### config.mk
export PLATFORM = sky130hd
export DESIGN_NAME = clc_top
export DESIGN_NICKNAME = d
export VERILOG_FILES = /design/src/clc_pkg.sv /design/src/clc_cascade.sv /design/src/clc_top.sv
export VERILOG_INCLUDE_DIRS = /design/src
export SDC_FILE = /design/constraint.sdc
export NUM_CORES = 2
export LEC_CHECK = 0
export BUFFER_PORTS_ARGS = -buffer_cell sky130_fd_sc_hd__buf_2
export CORE_ASPECT_RATIO = 1.25
export CORE_MARGIN = 2
export CORE_UTILIZATION = 40
export CTS_CLUSTER_SIZE = 10
export DETAILED_ROUTE_END_ITERATION = 10
export PLACE_DENSITY = 0.53
export SLEW_MARGIN = 0
export SYNTH_ARGS = -nofsm -noshare
export SYNTH_HDL_FRONTEND = slang
export SYNTH_SLANG_ARGS = --single-unit
### constraint.sdc
create_clock -name mclk -period 5.3 [get_ports mclk]
set_input_delay 0 -clock mclk [delete_from_list [all_inputs] [get_ports mclk]]
set_output_delay 0 -clock mclk [all_outputs]
set_load 0.05 [all_outputs]
### src/clc_defines.svh
// Constants for the lookup control and cascade block
`ifndef CLC_DEFINES_SVH
`define CLC_DEFINES_SVH
// Widths of the address/control lines, page and active address
`define CLC_AC_W 13
`define CLC_PA_W 4
`define CLC_AA_W 16
// Configuration register fields
`define CLC_CFG_PAGE_LSB 0
`define CLC_CFG_WMASK_LSB 4
`define CLC_CFG_LOWEST_BIT 7
`define CLC_CFG_MODE_LSB 26
`define CLC_MODE_SW 2'h3
// Device select register fields
`define CLC_DSEL_VAL_LSB 0
`define CLC_DSEL_EN_N_BIT 4
// Software instruction fields on the data bus
`define CLC_SW_OP_LSB 0
`define CLC_SW_MSEL_LSB 6
`define CLC_SW_HALF_BIT 12
// Address/control field positions in control states
`define CLC_AC_MSEL_LSB 6
// Reset values
`define CLC_CFG_RST 32'h0000_0000
`define CLC_DSEL_RST 32'h0000_0010
// Control state codes
`define CLC_OP_CMPND 6'h00
`define CLC_OP_MASK 6'h01
`define CLC_OP_CFG 6'h02
`define CLC_OP_STATUS 6'h03
`define CLC_OP_ADDR 6'h04
`define CLC_OP_DSEL 6'h05
`define CLC_OP_MEM 6'h06
`define CLC_OP_COMPARE 6'h07
`define CLC_OP_ADVANCE 6'h08
`define CLC_OP_NFREE 6'h09
`define CLC_OP_INSTR 6'h0A
// Validation codes for the active address source
`define CLC_VC_NONE 2'h0
`define CLC_VC_CMP 2'h1
`define CLC_VC_RAND 2'h2
`define CLC_VC_NFREE 2'h3
`endif

### src/clc_pkg.sv
// Types shared by the lookup control and cascade block
`include "clc_defines.svh"
package clc_pkg;
   typedef enum logic [1:0] {CLC_IDLE = 2'b00, CLC_ACTIVE = 2'b01, CLC_RESULT = 2'b10} clc_phase_t;
   typedef enum logic [2:0] {
      CLC_A_NOP = 3'b000, CLC_A_READ = 3'b001, CLC_A_WRITE = 3'b010,
      CLC_A_COMPARE = 3'b011, CLC_A_ADVANCE = 3'b100, CLC_A_WRFREE = 3'b101
   } clc_arr_op_t;
   typedef struct packed {
      logic chip_en_n;
      logic select_first_n;
      logic select_second_n;
      logic write_n;
      logic out_en_n;
      logic addr_qualifier_n;
      logic word_half_select;
      logic [`CLC_AC_W-1:0] addr_ctrl_lines;
      logic entry_valid_n;
      logic [31:0] host_data_bus;
   } clc_host_in_t;
   typedef struct packed {
      logic wr_n;
      logic sel;
      logic av_n;
      logic [`CLC_AC_W-1:0] ac;
      logic half;
      logic vb_n;
      logic [31:0] data;
   } clc_cap_t;
   typedef struct packed {
      logic mem_rand;
      logic load_instr;
      logic [5:0] op;
      logic [2:0] msel;
      logic half;
   } clc_dec_t;
   typedef struct packed {
      logic valid;
      clc_arr_op_t op;
      logic [`CLC_AC_W-1:0] addr;
      logic half;
      logic [31:0] data;
      logic valid_n;
      logic [63:0] key;
      logic [63:0] mask;
   } clc_arr_cmd_t;
   typedef struct packed {
      logic hit;
      logic multi;
      logic [`CLC_AC_W-1:0] hit_addr;
      logic [`CLC_AC_W-1:0] free_addr;
      logic all_valid;
      logic [31:0] rd_data;
      logic rd_valid_n;
   } clc_arr_rsp_t;
   typedef struct packed {
      logic hit_flag_n;
      logic multi_oe;
      logic table_full_n;
   } clc_flags_t;
   typedef struct packed {
      clc_phase_t phase;
      logic ce_n_q;
      clc_cap_t cap;
      logic [31:0] cfg;
      logic [31:0] dsel;
      logic [`CLC_AC_W-1:0] addr_reg;
      logic [13:0] instr;
      logic [63:0] cmp;
      logic [6:0][63:0] masks;
      logic loc_hit;
      logic loc_multi;
      logic all_valid;
      logic [`CLC_AC_W-1:0] act;
      logic [1:0] vcode;
      logic rd_wait;
      logic [31:0] dout;
      logic doe;
      logic vb_out_n;
      logic vb_oe;
      logic [`CLC_PA_W-1:0] pa;
      logic [`CLC_AA_W-1:0] aa;
      logic aoe;
      clc_arr_cmd_t arr;
   } clc_state_t;
endpackage

### src/clc_cascade.sv
// Match, multiple-match and full daisy-chain flags
`timescale 1ns/1ps
`include "clc_defines.svh"
module clc_cascade (
   input wire logic mclk, // System clock
   input wire logic reset, // Synchronous reset, high
   input wire logic loc_hit, // Latched match in this device
   input wire logic loc_multi, // Latched two or more matches
   input wire logic all_valid, // Every location marked valid
   input wire logic hit_chain_in_n, // Match from higher priority
   input wire logic full_chain_in_n, // Full from higher priority
   output clc_pkg::clc_flags_t flags // Registered flag outputs
);
   import clc_pkg::*;
   clc_flags_t s_r;
   clc_flags_t s_nxt;

   // Flags are never gated by output enable; local terms only move after a cycle end
   always_comb begin
      s_nxt = s_r;
      s_nxt.hit_flag_n = ~(loc_hit | ~hit_chain_in_n);
      s_nxt.multi_oe = loc_multi | (loc_hit & ~hit_chain_in_n);
      s_nxt.table_full_n = ~(all_valid & ~full_chain_in_n);
   end

   // Reset shows no match and no multiple match
   always_ff @(posedge mclk) begin
      if (reset) begin
         s_r <= '{hit_flag_n: 1'b1, multi_oe: 1'b0, table_full_n: 1'b1};
      end else begin
         s_r <= s_nxt;
      end
   end

   assign flags = s_r;
endmodule // clc_cascade

### src/clc_top.sv
// Control decode, address output and cascade glue of the lookup device
`timescale 1ns/1ps
`include "clc_defines.svh"
// Summary of operation
// - Qualifier low: lines address memory; high: lines carry a control state.
// - Random write stores the validity input level with the addressed entry.
// - Control states reach comparand, seven masks, config, status, address, select, instruction.
// - Config holds page, direct-write mask choice, hardware or software control.
// - Hardware control uses lines; software uses instruction register loaded from data.
// - Software control reaches memory only through the address register.
// - Either active-low chip select low selects the device.
// - Device select value equal to page with enable low also selects.
// - Output is page concatenated with match, next free or random address.
// - After compare only highest responder drives; output enable high floats.
// - System mismatch: lowest-priority device drives all ones.
// - Every memory read or write puts the accessed address on the output.
// - Output changes only while chip enable high, latched while low.
// - Match flags update after chip enable rises in a compare, then persist.
// - Deselected device during a compare clears its match, shows mismatch.
// - Status reports address, match, full, multiple flags and two validation bits.
// - Match flag feeds next device match input; last gives system match.
// - Multiple-match pulls low on two matches or match with chain low.
// - Advance state resets highest match latch to reach further matches.
// - Full flag feeds next device and changes only after a compare, advance or memory write cycle.
// - Match and full chain outputs are not gated by output enable.
// - Match flag low when chain input low, else only on own match.
// - Full flag low only with all entries valid and full input low.
// - Chip enable falling captures controls, and on writes validity and data.
module clc_top (
   input wire logic mclk, // System clock, 200 MHz
   input wire logic reset, // Synchronous reset, high
   input clc_pkg::clc_host_in_t host, // Host control bus and data in
   input wire logic hit_chain_in_n, // Match chain from higher device
   input wire logic full_chain_in_n, // Full chain from higher device
   output logic [31:0] host_data_out, // Data bus drive value
   output logic host_data_oe, // Data bus drive enable
   output logic entry_valid_out_n, // Validity read back
   output logic entry_valid_oe, // Validity drive enable
   output logic [`CLC_PA_W-1:0] page_out, // Page part of address out
   output logic [`CLC_AA_W-1:0] active_addr_out, // Active address out
   output logic addr_oe, // Page and active address enable
   output logic hit_flag_n, // Match flag chain out
   output logic multi_hit_out_n, // Open-drain level, always low
   output logic multi_hit_oe, // Pulls the wired multi-match low
   output logic table_full_n, // Full flag chain out
   output clc_pkg::clc_arr_cmd_t arr_cmd, // Command to the compare array
   input clc_pkg::clc_arr_rsp_t arr_rsp // Answer from the compare array
);
   import clc_pkg::*;

   clc_state_t s_r;
   clc_state_t s_nxt;
   clc_flags_t flags;
   clc_cap_t cap_now;
   clc_dec_t dec_now;
   clc_dec_t dec_q;
   logic sel_now;
   logic ce_fall;
   logic ce_rise;
   logic sw_mode;
   logic [31:0] status_w;

   // Turn captured lines into a control state for either control mode
   function automatic clc_dec_t clc_decode(input clc_cap_t c, input logic [31:0] cfg,
                                           input logic [13:0] ins);
      clc_dec_t d;
      d = '0;
      if (cfg[`CLC_CFG_MODE_LSB +: 2] != `CLC_MODE_SW) begin
         d.half = c.half;
         if (!c.av_n) begin
            d.mem_rand = 1'b1;
         end else begin
            d.op = c.ac[5:0];
            d.msel = c.ac[`CLC_AC_MSEL_LSB +: 3];
         end
      end else if (c.av_n) begin
         if (c.wr_n) begin
            d.op = `CLC_OP_STATUS;
         end else begin
            d.load_instr = 1'b1;
            d.op = c.data[`CLC_SW_OP_LSB +: 6];
            d.msel = c.data[`CLC_SW_MSEL_LSB +: 3];
            d.half = c.data[`CLC_SW_HALF_BIT];
         end
      end else begin
         // No direct addressing here: memory goes through the address register
         d.op = ins[`CLC_SW_OP_LSB +: 6];
         d.msel = ins[`CLC_SW_MSEL_LSB +: 3];
         d.half = ins[`CLC_SW_HALF_BIT];
      end
      return d;
   endfunction

   // Lines as they would be captured on a falling chip enable
   always_comb begin
      cap_now.wr_n = host.write_n;
      cap_now.sel = sel_now;
      cap_now.av_n = host.addr_qualifier_n;
      cap_now.ac = host.addr_ctrl_lines;
      cap_now.half = host.word_half_select;
      cap_now.vb_n = host.entry_valid_n;
      cap_now.data = host.host_data_bus;
   end

   // Chip selects and the register select work in parallel
   assign sel_now = ~host.select_first_n | ~host.select_second_n
      | (~s_r.dsel[`CLC_DSEL_EN_N_BIT]
         & (s_r.dsel[`CLC_DSEL_VAL_LSB +: `CLC_PA_W]
            == s_r.cfg[`CLC_CFG_PAGE_LSB +: `CLC_PA_W]));
   assign ce_fall = s_r.ce_n_q & ~host.chip_en_n;
   assign ce_rise = ~s_r.ce_n_q & host.chip_en_n;
   assign sw_mode = (s_r.cfg[`CLC_CFG_MODE_LSB +: 2] == `CLC_MODE_SW);
   assign dec_now = clc_decode(cap_now, s_r.cfg, s_r.instr);
   assign dec_q = clc_decode(s_r.cap, s_r.cfg, s_r.instr);

   // Status word: validation code, flags, page and active address
   assign status_w = {6'h00, s_r.vcode, 1'b0, flags.table_full_n, ~flags.multi_oe,
                      flags.hit_flag_n, s_r.pa, s_r.aa};

   // Main sequencing: capture on the falling edge, act on the rising edge
   always_comb begin
      logic mem_op;
      logic [`CLC_AC_W-1:0] maddr;
      logic [2:0] mi;
      logic drive_ok;
      logic ones;
      mem_op = 1'b0;
      maddr = '0;
      mi = '0;
      drive_ok = 1'b0;
      ones = 1'b0;
      s_nxt = s_r;
      s_nxt.ce_n_q = host.chip_en_n;
      s_nxt.arr.valid = 1'b0;
      s_nxt.arr.op = CLC_A_NOP;

      // Falling edge registers the control lines
      if (ce_fall) begin
         s_nxt.cap = cap_now;
         s_nxt.phase = CLC_ACTIVE;
         mem_op = dec_now.mem_rand | (dec_now.op == `CLC_OP_MEM);
         maddr = dec_now.mem_rand ? host.addr_ctrl_lines : s_r.addr_reg;
         mi = 3'(dec_now.msel - 3'h1);
         if (host.write_n && sel_now) begin
            if (mem_op) begin
               // Array read answers a cycle later; data drives then
               s_nxt.arr.valid = 1'b1;
               s_nxt.arr.op = CLC_A_READ;
               s_nxt.arr.addr = maddr;
               s_nxt.arr.half = dec_now.half;
               s_nxt.rd_wait = 1'b1;
            end else begin
               s_nxt.doe = 1'b1;
               case (dec_now.op)
                  `CLC_OP_CMPND: s_nxt.dout = dec_now.half ? s_r.cmp[63:32] : s_r.cmp[31:0];
                  `CLC_OP_MASK: begin
                     if (dec_now.msel == 3'h0) begin
                        s_nxt.dout = 32'h0000_0000;
                     end else begin
                        s_nxt.dout = dec_now.half ? s_r.masks[mi][63:32] : s_r.masks[mi][31:0];
                     end
                  end
                  `CLC_OP_CFG: s_nxt.dout = s_r.cfg;
                  `CLC_OP_ADDR: s_nxt.dout = 32'(s_r.addr_reg);
                  `CLC_OP_DSEL: s_nxt.dout = s_r.dsel;
                  `CLC_OP_INSTR: s_nxt.dout = 32'(s_r.instr);
                  default: s_nxt.dout = status_w;
               endcase
            end
         end
      end

      // Array read data arrives while chip enable is still low
      if (s_r.rd_wait && !ce_rise) begin
         s_nxt.rd_wait = 1'b0;
         s_nxt.dout = arr_rsp.rd_data;
         s_nxt.doe = 1'b1;
         s_nxt.vb_out_n = arr_rsp.rd_valid_n;
         s_nxt.vb_oe = 1'b1;
      end

      // Rising edge ends the cycle and executes it
      if (ce_rise) begin
         s_nxt.phase = CLC_IDLE;
         s_nxt.doe = 1'b0;
         s_nxt.vb_oe = 1'b0;
         s_nxt.rd_wait = 1'b0;
         mem_op = dec_q.mem_rand | (dec_q.op == `CLC_OP_MEM);
         maddr = dec_q.mem_rand ? s_r.cap.ac : s_r.addr_reg;
         mi = 3'(dec_q.msel - 3'h1);
         if (dec_q.load_instr && s_r.cap.sel) begin
            s_nxt.instr = s_r.cap.data[13:0];
         end
         if (dec_q.op == `CLC_OP_COMPARE && !s_r.cap.wr_n && !dec_q.load_instr) begin
            if (s_r.cap.sel) begin
               if (dec_q.half) begin
                  s_nxt.cmp[63:32] = s_r.cap.data;
               end else begin
                  s_nxt.cmp[31:0] = s_r.cap.data;
               end
               s_nxt.arr.valid = 1'b1;
               s_nxt.arr.op = CLC_A_COMPARE;
               s_nxt.arr.key = s_nxt.cmp;
               s_nxt.arr.mask = (dec_q.msel == 3'h0) ? 64'h0 : s_r.masks[mi];
               s_nxt.phase = CLC_RESULT;
            end else begin
               // Not selected: earlier match is dropped
               s_nxt.loc_hit = 1'b0;
               s_nxt.loc_multi = 1'b0;
               s_nxt.vcode = `CLC_VC_CMP;
            end
         end else if (s_r.cap.sel && dec_q.op == `CLC_OP_ADVANCE && !dec_q.mem_rand) begin
            // Drops the top match so the next one becomes highest
            s_nxt.arr.valid = 1'b1;
            s_nxt.arr.op = CLC_A_ADVANCE;
            s_nxt.phase = CLC_RESULT;
         end else if (s_r.cap.sel && !dec_q.load_instr && mem_op) begin
            s_nxt.act = maddr;
            s_nxt.vcode = `CLC_VC_RAND;
            if (!s_r.cap.wr_n) begin
               s_nxt.arr.valid = 1'b1;
               s_nxt.arr.op = CLC_A_WRITE;
               s_nxt.arr.addr = maddr;
               s_nxt.arr.half = dec_q.half;
               s_nxt.arr.data = s_r.cap.data;
               s_nxt.arr.valid_n = s_r.cap.vb_n;
               s_nxt.arr.mask = s_r.masks[3'(s_r.cfg[`CLC_CFG_WMASK_LSB +: 3] - 3'h1)];
               if (s_r.cfg[`CLC_CFG_WMASK_LSB +: 3] == 3'h0) begin
                  s_nxt.arr.mask = 64'h0;
               end
               s_nxt.phase = CLC_RESULT;
            end
         end else if (s_r.cap.sel && !s_r.cap.wr_n && !dec_q.load_instr) begin
            case (dec_q.op)
               `CLC_OP_CMPND: begin
                  if (dec_q.half) begin
                     s_nxt.cmp[63:32] = s_r.cap.data;
                  end else begin
                     s_nxt.cmp[31:0] = s_r.cap.data;
                  end
               end
               `CLC_OP_MASK: begin
                  if (dec_q.msel != 3'h0 && dec_q.half) begin
                     s_nxt.masks[mi][63:32] = s_r.cap.data;
                  end else if (dec_q.msel != 3'h0) begin
                     s_nxt.masks[mi][31:0] = s_r.cap.data;
                  end
               end
               `CLC_OP_CFG: s_nxt.cfg = s_r.cap.data;
               `CLC_OP_ADDR: s_nxt.addr_reg = s_r.cap.data[`CLC_AC_W-1:0];
               `CLC_OP_DSEL: s_nxt.dsel = s_r.cap.data;
               `CLC_OP_NFREE: begin
                  s_nxt.arr.valid = 1'b1;
                  s_nxt.arr.op = CLC_A_WRFREE;
                  s_nxt.arr.addr = arr_rsp.free_addr;
                  s_nxt.arr.data = s_r.cap.data;
                  s_nxt.arr.half = dec_q.half;
                  s_nxt.arr.valid_n = s_r.cap.vb_n;
                  s_nxt.act = arr_rsp.free_addr;
                  s_nxt.vcode = `CLC_VC_NFREE;
                  s_nxt.phase = CLC_RESULT;
               end
               default: s_nxt.instr = s_r.instr;
            endcase
         end
      end

      // Array answers while the command stands, one cycle after chip enable rose
      if (s_r.phase == CLC_RESULT) begin
         s_nxt.phase = CLC_IDLE;
         s_nxt.all_valid = arr_rsp.all_valid;
         if (s_r.arr.op == CLC_A_COMPARE || s_r.arr.op == CLC_A_ADVANCE) begin
            s_nxt.loc_hit = arr_rsp.hit;
            s_nxt.loc_multi = arr_rsp.multi;
            s_nxt.act = arr_rsp.hit_addr;
            s_nxt.vcode = `CLC_VC_CMP;
         end
      end

      // Who may drive the address output, and with what
      case (s_r.vcode)
         `CLC_VC_CMP: begin
            drive_ok = hit_chain_in_n
               & (s_r.loc_hit | s_r.cfg[`CLC_CFG_LOWEST_BIT]);
            ones = ~s_r.loc_hit;
         end
         `CLC_VC_RAND, `CLC_VC_NFREE: drive_ok = 1'b1;
         default: drive_ok = 1'b0;
      endcase
      s_nxt.aoe = drive_ok & ~host.out_en_n;

      // Value only moves while chip enable is high, so it stays latched while low
      if (host.chip_en_n && s_r.ce_n_q) begin
         s_nxt.pa = ones ? {`CLC_PA_W{1'b1}} : s_r.cfg[`CLC_CFG_PAGE_LSB +: `CLC_PA_W];
         s_nxt.aa = ones ? {`CLC_AA_W{1'b1}} : `CLC_AA_W'(s_r.act);
      end
   end

   // Single state register
   always_ff @(posedge mclk) begin
      if (reset) begin
         s_r <= '0;
         s_r.ce_n_q <= 1'b1;
         s_r.cfg <= `CLC_CFG_RST;
         s_r.dsel <= `CLC_DSEL_RST;
         s_r.vb_out_n <= 1'b1;
         s_r.vcode <= `CLC_VC_NONE;
      end else begin
         s_r <= s_nxt;
      end
   end

   // Daisy chains and open-drain multi-match
   clc_cascade u_cascade (
      .mclk(mclk),
      .reset(reset),
      .loc_hit(s_r.loc_hit),
      .loc_multi(s_r.loc_multi),
      .all_valid(s_r.all_valid),
      .hit_chain_in_n(hit_chain_in_n),
      .full_chain_in_n(full_chain_in_n),
      .flags(flags)
   );

   // Outputs straight from state flops; the multi-match level is a constant low
   assign host_data_out = s_r.dout;
   assign host_data_oe = s_r.doe;
   assign entry_valid_out_n = s_r.vb_out_n;
   assign entry_valid_oe = s_r.vb_oe;
   assign page_out = s_r.pa;
   assign active_addr_out = s_r.aa;
   assign addr_oe = s_r.aoe;
   assign hit_flag_n = flags.hit_flag_n;
   assign multi_hit_out_n = 1'b0;
   assign multi_hit_oe = flags.multi_oe;
   assign table_full_n = flags.table_full_n;
   assign arr_cmd = s_r.arr;
endmodule // clc_top

==> reports/qor.txt <==
Placeable core area -> 0.121 mm^2
Fill cells -> 11.9k
CTS tree -> yes
Setup ws final -> 0.334 ns
Crit-path leading delay family -> buffers and inverters
Fin. Hold Viols -> 0
Port Buffers -> 356
Vias per cell -> 6.35
Num ports -> 358
Fin crit share -> 93.7%
Cells after Synth -> 6,204
Setup-failing EPs final -> 0
Root Buffer -> clkbuf_16
Mapped Area -> 0.0490 mm^2
Crit Path Class -> reg -> reg
Initial drt markers -> 6,512
Area contributors post-synth -> dfxtp_1, nand2_1, a21oi_1
Power density cells -> 276 mW/mm^2
Clock slew at reported path FFs -> 0.06 ns
# DRC -> 0
Min-delay src -> arr_rsp[0]
Final non-filler cell area -> 0.0552 mm^2
Initial antenna violation count -> 8
Commonest non-fill, non-tap cell in the layout -> nand2_1
Worst hold path class -> in -> reg
RR Endpoint -> arr_cmd[169]$_SDFF_PP0_
Pre-antenna DRT Iters -> 8
Worst-path fanout max -> 48
Final setup skew -> 0.0304 ns
Clock tree buffer depth -> 3
CP required -> 5.96 ns
DR WL/cell -> 29.9 um
Reg2reg path depth -> 10
Vias in the first global route -> 46.1k
Cell variety after synth -> 80
Nets -> 6,286
CP startpoint kind -> flop
Slowest CP cell -> a221oi_2
RSZ-0062 raised after global routing -> no
Synth top area share -> 37.2%
Worst path cell trace -> buf_4 -> nand2_1 -> a221oi_2 -> nand3_1 -> o211ai_1 -> buf_4 -> a32oi_1 -> dlygate4sd3_1 -> nor2_1 -> dlygate4sd3_1
Hold worst-path end -> entry_valid_out_n$_SDFFE_PP1P_
Mean Syn Cell Area -> 7.89 um^2
Initial core utilization -> 40.3%
Final wirelength -> 233,000 um
Worst slew margin -> 8.88%
Final Max Slew Viols -> 0
Largest net degree at the start of global routing -> 176
Area growth from synthesis to layout -> 12.8%
Via count -> 49.5k
Cell taking the most area after synthesis -> dfxtp_1
Worst Max-Slew Pin Slew -> 1.36 ns
Crit path time final -> 4.97 ns
Yosys Warn Count -> 0
Finished Layout Cells -> 7,790
Placed Cells -> 7,490
# rows -> 143
GPL Wtd Cong -> 0.966
Worst vdd ir -> 0.242 mV
Status -> complete, no violations
Yosys reg bits -> 911
Fraction of layout cells with a size suffix above 1 -> 15.0%
Share of synthesized registers carrying an async set or reset -> 0%
Top_reg_cell synth -> dfxtp_1
GRT overflow -> 0
Setup TNS -> 0 ns
Total CTS buffers -> 105
Worst path arrival time -> 5.63 ns
Critical Path Max Stage Delay -> 0.85 ns
P_leak -> 19.1 nW
H-Tree Depth -> 3
First-pass GRT wire length -> 332,000 um
Die height -> 395 um
Dpl cell area -> 0.0507 mm^2
Post-synthesis sequential area ratio -> 37.2%
Hold WS -> 0.0612 ns
Pre-CTS WS -> 0.692 ns
Most frequent cells in the layout -> nand2_1, dfxtp_1, a21oi_1, nor2_1, buf_2
Syn nets -> 6,332
Worst Hold Depth -> 3
Crit path buffers/inverters -> 4
Clock latency on the worst-skew pair -> 0.73 ns
Total GRT Usage -> 35.7%
Setup bufs post-CTS -> 0
Crit Reg-Reg Startpoint -> s_r[851]$_SDFFE_PP0P_
Fmax achieved -> 201 MHz
Crit path capture type -> flop
Post-synth EDFFs -> 0
Die area -> 0.125 mm^2
Detailed placer's ending HPWL -> 150,000 um
Clock net sink count -> 911
Antenna Nets Post-Route -> 0
R2r setup slk -> 0.33 ns
Die width -> 317 um
Max-Cap Viols -> 0
through the flow:
step	util, %	power (W)
2_1_floorplan	-	0.00794
3_3_place_gp	41.7	0.00851
3_5_place_dp	41.7	0.00851
4_1_cts	45.5	0.0153
5_1_grt	45.5	0.0156
6_report	45.5	0.0153
per-layer routing:
| layer | track usage, % | up-vias | routed length, um |
|---|---|---|---|
| met2 | 56.1 | 3108 | 105000 |
| met4 | 19.9 | 8 | 14600 |
| li1 | - | 21676 | - |
| met1 | 45.6 | 23975 | 90800 |
| met5 | 0 | - | 52 |
| met3 | 7.16 | 711 | 22800 |
synthesized netlist by cell type (19+ instances only):
master     number
mux2_2         62
mux2i_1       346
a21o_1         19
a21oi_1       740
a31oi_1       123
o21ai_0       130
clkbuf_1      540
nor2_1        396
a22oi_1        33
nand2_1      1428
nand3_1        84
o21bai_1       39
o2bb2ai_1      44
a32oi_1        22
buf_1          36
and3_1         26
o211ai_1       77
a211oi_1      171
o221ai_1       31
nor3_1         58
buf_2          55
a311oi_1       24
or3_1          21
buf_4         236
inv_1          21
mux4_2         98
dfxtp_1       911
o22ai_1        79
a221oi_1       66
power by group:
part           total, W  internal, W  switching, W
Clock           0.00678      0.00375       0.00303
Combinational   0.00149     0.000432       0.00105
Sequential      0.00700      0.00690      0.000104
Total            0.0153       0.0111       0.00419
worst max-delay path by stage:
| stage | to | from | slack [ns] | depth (start not counted) |
|---|---|---|---|---|
| 2_1_floorplan | host_data_out[24]$_SDFFE_PP0P_ | s_r[851]$_SDFFE_PP0P_ | 0.80 | 20 |
| 3_3_place_gp | host_data_out[30]$_SDFFE_PP0P_ | s_r[851]$_SDFFE_PP0P_ | -0.15 | 12 |
| 3_5_place_dp | host_data_out[30]$_SDFFE_PP0P_ | s_r[851]$_SDFFE_PP0P_ | 0.69 | 12 |
| 4_1_cts | arr_cmd[169]$_SDFF_PP0_ | s_r[851]$_SDFFE_PP0P_ | 0.25 | 10 |
| 5_1_grt | arr_cmd[169]$_SDFF_PP0_ | s_r[851]$_SDFFE_PP0P_ | 0.07 | 10 |
| 6_report | arr_cmd[169]$_SDFF_PP0_ | s_r[851]$_SDFFE_PP0P_ | 0.33 | 10 |
tightest hold or removal path, stage by stage:
cell,delay [ns]
dlygate4sd3_1,0.54
buf_2,0.11
a211o_1,0.10
timing repair:
action                     in CTS  in global routing
resized for setup               0                  2
hold endpoints to repair      175                  0
setup endpoints to repair       0                  2
hold buffers                  156                  0
cell families after synthesis:
family / count (synthesis) / synth area share (%)
AOI/OAI and AO/OA: 1759 / 23.0
xor gates and xnor gates: 7 / 0.141
adders and majority gates: 9 / 0.230
buffers and inverters: 892 / 8.81
DFF: 911 / 37.2
muxes: 506 / 13.0
other: 1 / 0.00766
and+or+nand+nor: 2119 / 17.6
final cells by class:
cell class | count | area [um^2] | area share, %
multi-input cells | 4401 | 26800 | 48.5
flip-flops and latches | 911 | 18200 | 33.0
repair buffers | 716 | 5180 | 9.38
clock buffers | 131 | 2800 | 5.06
well taps | 1595 | 2000 | 3.61
clock inverters | 11 | 158 | 0.285
inverters | 23 | 91.3 | 0.165
diodes | 2 | 5.00 | 0.00906
(Power assumes the default switching activity.)
